`src/rtl/tcsl_pkg.sv`:
```
// constants and types for the tuning word serial loader
package tcsl_pkg;
  localparam int unsigned WORD_W      = 8;
  localparam int unsigned TUNE_W      = 5;
  localparam int unsigned STBY_BIT    = 5;
  localparam int unsigned TUNE_MSB    = 4;
  localparam int unsigned TUNE_LSB    = 0;
  localparam int unsigned SYNC_DEPTH  = 3;
  localparam logic [7:0]  WORD_RESET  = 8'h00;
  localparam logic [4:0]  TUNE_MAX    = 5'h1F;
  // capacitance step index per state unit, linear in state
  localparam logic [5:0]  CAP_STEPS_PER_STATE = 6'h01;
  localparam int unsigned CLK_SYS_MHZ = 250;
  localparam int unsigned LINK_MAX_MHZ = 26;
  typedef logic [WORD_W-1:0] tcsl_word_type;
  typedef logic [TUNE_W-1:0] tcsl_tune_type;
endpackage : tcsl_pkg

```
`src/rtl/tcsl_loader.sv`:
```
// serial receiver that latches an 8-bit tuning control word
`timescale 1ns/100ps
module tcsl_loader
  import tcsl_pkg::*;
(
  input  wire logic     clk_sys,
  input  wire logic     rst_b,
  input  wire logic     serial_select,
  input  wire logic     shift_clk,
  input  wire logic     shift_data_pin,
  output tcsl_tune_type tuning_state,
  output logic          standby_request,
  output logic          device_active,
  output logic [5:0]    cap_setting,
  output logic          word_applied
);
  logic          sel_lvl;
  logic          sel_rise;
  logic          sel_fall;
  logic          sclk_lvl;
  logic          sclk_rise;
  logic          dat_lvl;
  tcsl_word_type shift_q;
  tcsl_word_type active_q;
  logic          applied_q;
  logic          dev_act_q;
  logic [5:0]    cap_q;

  function automatic logic [5:0] tcsl_cap_index(input tcsl_tune_type st);
    tcsl_cap_index = 6'({1'b0, st} * CAP_STEPS_PER_STATE);
  endfunction : tcsl_cap_index

  tcsl_sync u_sel (
    .clk_sys (clk_sys),
    .rst_b   (rst_b),
    .pin_in  (serial_select),
    .level_q (sel_lvl),
    .rise    (sel_rise),
    .fall    (sel_fall)
  );

  tcsl_sync u_sclk (
    .clk_sys (clk_sys),
    .rst_b   (rst_b),
    .pin_in  (shift_clk),
    .level_q (sclk_lvl),
    .rise    (sclk_rise),
    .fall    ()
  );

  // data is sampled through the same depth so it aligns with the clock edge
  tcsl_sync u_dat (
    .clk_sys (clk_sys),
    .rst_b   (rst_b),
    .pin_in  (shift_data_pin),
    .level_q (dat_lvl),
    .rise    (),
    .fall    ()
  );

  // plain shift register, no counter: excess leading bits fall off the top
  always_ff @(posedge clk_sys or negedge rst_b) begin
    if (!rst_b) begin
      shift_q <= WORD_RESET;
    end else if (sel_lvl && sclk_rise) begin
      shift_q <= {shift_q[WORD_W-2:0], dat_lvl};
    end
  end

  // active latch only moves on select fall; bits 7,6 kept as written
  always_ff @(posedge clk_sys or negedge rst_b) begin
    if (!rst_b) begin
      active_q <= WORD_RESET;
    end else if (sel_fall) begin
      active_q <= shift_q;
    end
  end

  always_ff @(posedge clk_sys or negedge rst_b) begin
    if (!rst_b) begin
      applied_q <= 1'b0;
    end else begin
      applied_q <= sel_fall;
    end
  end

  // decoded outputs load with the latch, so no field moves on its own edge
  always_ff @(posedge clk_sys or negedge rst_b) begin
    if (!rst_b) begin
      dev_act_q <= !WORD_RESET[STBY_BIT];
      cap_q     <= {1'b0, WORD_RESET[TUNE_MSB:TUNE_LSB]};
    end else if (sel_fall) begin
      dev_act_q <= !shift_q[STBY_BIT];
      cap_q     <= tcsl_cap_index(shift_q[TUNE_MSB:TUNE_LSB]);
    end
  end

  assign tuning_state    = active_q[TUNE_MSB:TUNE_LSB];
  assign standby_request = active_q[STBY_BIT];
  assign device_active   = dev_act_q;
  assign cap_setting     = cap_q;
  assign word_applied    = applied_q;
endmodule : tcsl_loader

```
`src/rtl/tcsl_sync.sv`:
```
// three-stage synchroniser with agreement-based change detection
`timescale 1ns/100ps
module tcsl_sync
  import tcsl_pkg::*;
(
  input  wire logic clk_sys,
  input  wire logic rst_b,
  input  wire logic pin_in,
  output logic      level_q,
  output logic      rise,
  output logic      fall
);
  logic [SYNC_DEPTH-1:0] stage_q;
  logic                  stage_last;
  logic                  agree;

  // only the last two stages are compared, never the first
  assign stage_last = stage_q[SYNC_DEPTH-1];
  assign agree      = (stage_q[SYNC_DEPTH-2] == stage_last);

  // first stage feeds only the second
  always_ff @(posedge clk_sys or negedge rst_b) begin
    if (!rst_b) begin
      stage_q <= '0;
    end else begin
      stage_q <= {stage_q[SYNC_DEPTH-2:0], pin_in};
    end
  end

  // a change counts once stages two and three agree
  always_ff @(posedge clk_sys or negedge rst_b) begin
    if (!rst_b) begin
      level_q <= 1'b0;
    end else if (agree) begin
      level_q <= stage_last;
    end
  end

  assign rise = agree && stage_last && !level_q;
  assign fall = agree && !stage_last && level_q;
endmodule : tcsl_sync

```
`config.mk`:
```
export PLATFORM = sky130hd
export DESIGN_NAME = tcsl_loader
export DESIGN_NICKNAME = d
export VERILOG_FILES = /design/src/rtl/tcsl_pkg.sv /design/src/rtl/tcsl_loader.sv /design/src/rtl/tcsl_sync.sv
export SDC_FILE = /design/constraint.sdc
export NUM_CORES = 1
export LEC_CHECK = 0
export BUFFER_PORTS_ARGS = -buffer_cell sky130_fd_sc_hd__clkbuf_2
export CAP_MARGIN = 15
export CORE_AREA = 10 10 57 59
export CTS_CLUSTER_SIZE = 16
export DETAILED_ROUTE_END_ITERATION = 8
export DIE_AREA = 0 0 67 69
export PLACE_DENSITY_LB_ADDON = 0.08
export SYNTH_ARGS = -nofsm -noshare
export SYNTH_HDL_FRONTEND = slang
export SYNTH_SLANG_ARGS = --single-unit
```
`constraint.sdc`:
```
create_clock -name clk_sys -period 1.2 [get_ports clk_sys]
set_input_delay 0.24 -clock clk_sys [delete_from_list [all_inputs] [get_ports clk_sys]]
set_output_delay 0.24 -clock clk_sys [all_outputs]
set_load 0.005 [all_outputs]
```
; ---- Word-level counts from Yosys, hierarchy flattened
; Cells that the tools add are included.
[totals]
ff_bits = 31
in_bits = 5
output_inout_bits = 14
wordCells = 22
[op_classes]
eq_ne = 3
reduce_logical = 8
[ops]
columns = operator, count
row1 = 1-bit logical AND, 5
row2 = 1-bit equality test, 3
row3 = 1-bit zero test, 3

; ---- Logic depth before layout (Yosys ltp)
[depth]
ltp_word = 4
depth_mapped = 4
depth_no_buf = 4

; ---- By module
; Synthesis repeated with hierarchy kept, for this count alone.
[unflattened]
hier_cells = 70
area_unflattened_um2 = 1074.8
[modules_own_cells]
columns = module, n_inst, cells_per_inst, area_each_um2, seq_area_each_um2
row1 = tcsl_loader, 1, 37, 594.3, 351.6
row2 = tcsl_sync, 3, 11, 160.2, 100.1

; ---- Least setup slack after synthesis
; No wires, ideal clock.
[synth_timing]
path_type = register to register
start = register u_sclk.stage_q[1]
end = register shift_q[0]
setup_time_ns = 0.125
arrival_ns = 1.031
required_time_ns = 1.075
setup_slack_ns = 0.044
stages_incl_launch_ff = 4
path_buffers = 0
synth_period_minus_slack_ns = 1.156
cell_sequence = dfrtp_1 -> ha_1 -> nand3b_2 -> mux2_2
[synth_via]
elab_chain_cells = 4
[synth_rtl]
columns = element, line
row1 = from (decl), tcsl_sync.sv:13  ; logic [SYNC_DEPTH-1:0] stage_q;
row2 = from (signal assigned), tcsl_sync.sv:26  ; stage_q <= {stage_q[SYNC_DEPTH-2:0], pin_in};
row3 = 1-bit equality test, tcsl_sync.sv:19  ; assign agree = (stage_q[SYNC_DEPTH-2] == stage_last);
row4 = 1-bit logical AND (2 in series), tcsl_sync.sv:39  ; assign rise = agree && stage_last && !level_q;
row5 = 1-bit logical AND, tcsl_loader.sv:65  ; end else if (sel_lvl && sclk_rise) begin
row6 = to (signal assigned), tcsl_loader.sv:66  ; shift_q <= {shift_q[WORD_W-2:0], dat_lvl};
row7 = to (decl), tcsl_loader.sv:23  ; tcsl_word_type shift_q;
; Every way passes these cells.
; A chain may end at the register's enable or synchronous reset.

; ---- Final worst setup path
[layout_timing]
start = register dev_act_q (netlist: device_active)
end = output port device_active
[layout_rtl]
columns = element, line
row1 = from (decl), tcsl_loader.sv:26  ; logic dev_act_q;
row2 = from (signal assigned), tcsl_loader.sv:90  ; dev_act_q <= !WORD_RESET[STBY_BIT];
row3 = from (signal assigned), tcsl_loader.sv:93  ; dev_act_q <= !shift_q[STBY_BIT];
row4 = to (decl), tcsl_loader.sv:13  ; output logic device_active,
; No word-level cell between the ends.

==> run metrics <==
max-cap violations 0; reg-to-reg slack, setup 0.03 ns; # rows 17; Detailed Routing Iterations Pass 1 3; critical path data arrival time 0.96 ns; ys flop type dfrtp_1; DRT iter0 DRCs 9; syn avg cell area approximately 16 um^2; CP max stage cell dfstp_2; Final Setup Violations 0; die height about 69 um; Post-synth top cells dfrtp_1, mux2_2, buf_4; Synth Area in Compound Gates less than 1%; Clock Skew 0.00540 ns; Critical Path RT ~0.96 ns; ANT nets after route 0; Crit path depth 1; Leak 0.000640 uW; CP delay by family, top flip-flops; post-synthesis mux area share around 17%; most common cell in the synthesized netlist dfrtp_1; number of port buffers 17; post-synthesis xor/xnor area fraction 0%; Initial Utilization 43.4%; GP Congestion approximately 0.64; Mapped Nets 65; Setup crit start device_active; die area ~0.0046 mm^2; I/O pin count 19; Seq/Total Area, Yosys a little over two thirds; largest family of logic cells by synthesized area multiplexers; CTS clk-pin slew, worst paths ~0.13 ns; Worst Hold Class primary input to flip-flop; Worst Path Class, Setup flip-flop to primary output; FMAX about 0.83 GHz; Synth Area in Simple Gates around 2.3%; Yosys top cell area share 67.0%; Post-Syn Area approximately 930 um^2; Max VDD drop just under 900 uV; minimum clock period between 1 and 1.5 ns; RSZ-0062 raised after global routing yes; yosys warns 0; Pins Over Slew Limit 0; Ant. Diodes 0; Layout area overhead 24.9%; Post-synth EDFFs 0; Hold Fails Final Rpt 0; H-tree depth 1; dpl cell area ~0.0010 mm^2; # fillers roughly 180; CTS buffer count 3; WHS 0.0212 ns; DR WL/cell 13.3 um; CP max FO 2; CTS tree built; global-route wire length before repair 2490 um; fin nets 88; vias in the first global route ~520; Netlist cell types 13; largest net degree at the start of global routing 27; #FFs+latches synth 26; drc violations 0; via count 483; CTS Sinks 26; DP Worst Slack -0.0465 ns; reg2reg start u_sclk.stage_q[1]; worst-path cell chain buf_6; CTS Buffer Depth 2; Mapped Cells a little under 60; critical path endpoint category primary output; Vias per Instance 4.47; Yosys top cell by area dfrtp_1; CP endpoint device_active; Clk Latency, worst-skew pair a little over 0.3 ns; ys async rst share 100%; worst reg2reg path endpoint shift_q[5]; antenna violations before repair 0; Worst setup SP type flip-flop; clock root cell clkbuf_4; hpwl dp slightly below 1000 um; outcome finished clean; FF-to-FF path depth 3; drt total wl 1430 um; adder-cell share of the synthesized area approximately 3.8%; CP max stage delay approximately 0.56 ns; Global Route Usage Sum ~6.8%; fraction of layout cells with a size suffix above 1 between 50% and 60%; setup slack after layout roughly 0.00083 ns; Synth area leaders dfrtp_1, mux2_2, buf_4, dfstp_2, ha_1; core area 0.00215 mm^2; PD cells between 1500 and 2000 mW/mm^2; Die X roughly 67 um; Design Area, Final between 0.001 and 0.0015 mm^2; period utilization ~100%; Buf/Inv on CP 1; total gr overflow 0; hold path depth 1
-- where the power goes --
group	total [uW]	switching (uW)	internal, uW
registers	1160	117	1040
clock network	421	236	185
logic	418	142	276
total	1990	496	1500
-- sequential cells by signal, summed over array words and instances, names as in the netlist --
name and cells:
active_q 6, shift_q 6, u_dat.stage_q 3, u_sclk.stage_q 3
u_sel.stage_q 3, device_active 1, u_dat.level_q 1, u_sclk.level_q 1
u_sel.level_q 1, word_applied 1
-- cells in the final DEF, fill, tap and decap left out, types with 3 or more instances in the layout --
cell / Yosys / final
buf_4: 6 / 4
clkbuf_2: 0 / 16
clkbuf_4: 0 / 3
dfrtp_1: 25 / 25
dlygate4sd3_1: 0 / 3
inv_1: 4 / 4
mux2_2: 13 / 6
mux2_4: 0 / 7
-- area by class of cell --
cell class | count | area (um^2) | share of cell area, %
clock buffer | 4 | 36.3 | 3.11
inverter | 4 | 15.0 | 1.29
multi-input combinational | 22 | 277 | 23.7
sequential | 26 | 652 | 55.9
tap | 28 | 35.0 | 3.00
timing repair buffer | 24 | 151 | 13.0
-- worst min path at each step --
| stage | to | from | slack [ns] |
|---|---|---|---|
| after floorplan | active_q[0] | rst_b | -0.06 |
| after global placement | word_applied | rst_b | 0.25 |
| after detailed placement | word_applied | rst_b | 0.25 |
| after CTS | u_dat.stage_q[0] | shift_data_pin | 0.005 |
| after global routing | u_sel.stage_q[0] | serial_select | 0.005 |
| final | u_sel.stage_q[0] | serial_select | 0.02 |
-- metal layers --
| layer | track usage, % | part of all wire, % | vias to the layer above |
|---|---|---|---|
| li1 | - | - | 228 |
| met1 | 7.70 | 40 | 239 |
| met2 | 10.1 | 50 | 14 |
| met3 | 2.42 | 9.2 | 2 |
| met4 | 4.75 | 1.2 | 0 |
| met5 | 0 | 0 | - |
-- per-stage QoR --
step           power [uW]  std cells  TNS, ns  utilization, %
5_1_grt              2140        108   -0.114            54.3
3_3_place_gp         1510         99   -0.117            47.6
3_5_place_dp         1520         99   -0.257            47.6
2_1_floorplan        1390         58        0               -
6_report             1990        108        0            54.3
4_1_cts              1970        106  -0.0326            51.3
-- timing repair --
action	4_1_cts	5_1_grt
endpoints found under the setup margin	13	13
setup buffers	2	0
pin swaps	1	0
hold endpoints to repair	25	2
resized for setup	3	10
hold buffers	1	2
-- cells by family (layout without fill, tap and decap cells) --
| kind of cell | after synthesis | after routing |
|---|---|---|
| flip-flops | 26 | 26 |
| adder cells (fa/ha/maj) | 3 | 3 |
| multiplexers | 14 | 14 |
| AND/OR/NAND/NOR | 3 | 3 |
| other | 1 | 1 |
| buffers and inverters | 10 | 32 |
| AO/OA/AOI/OAI | 1 | 1 |
(Power assumes the default switching activity.)
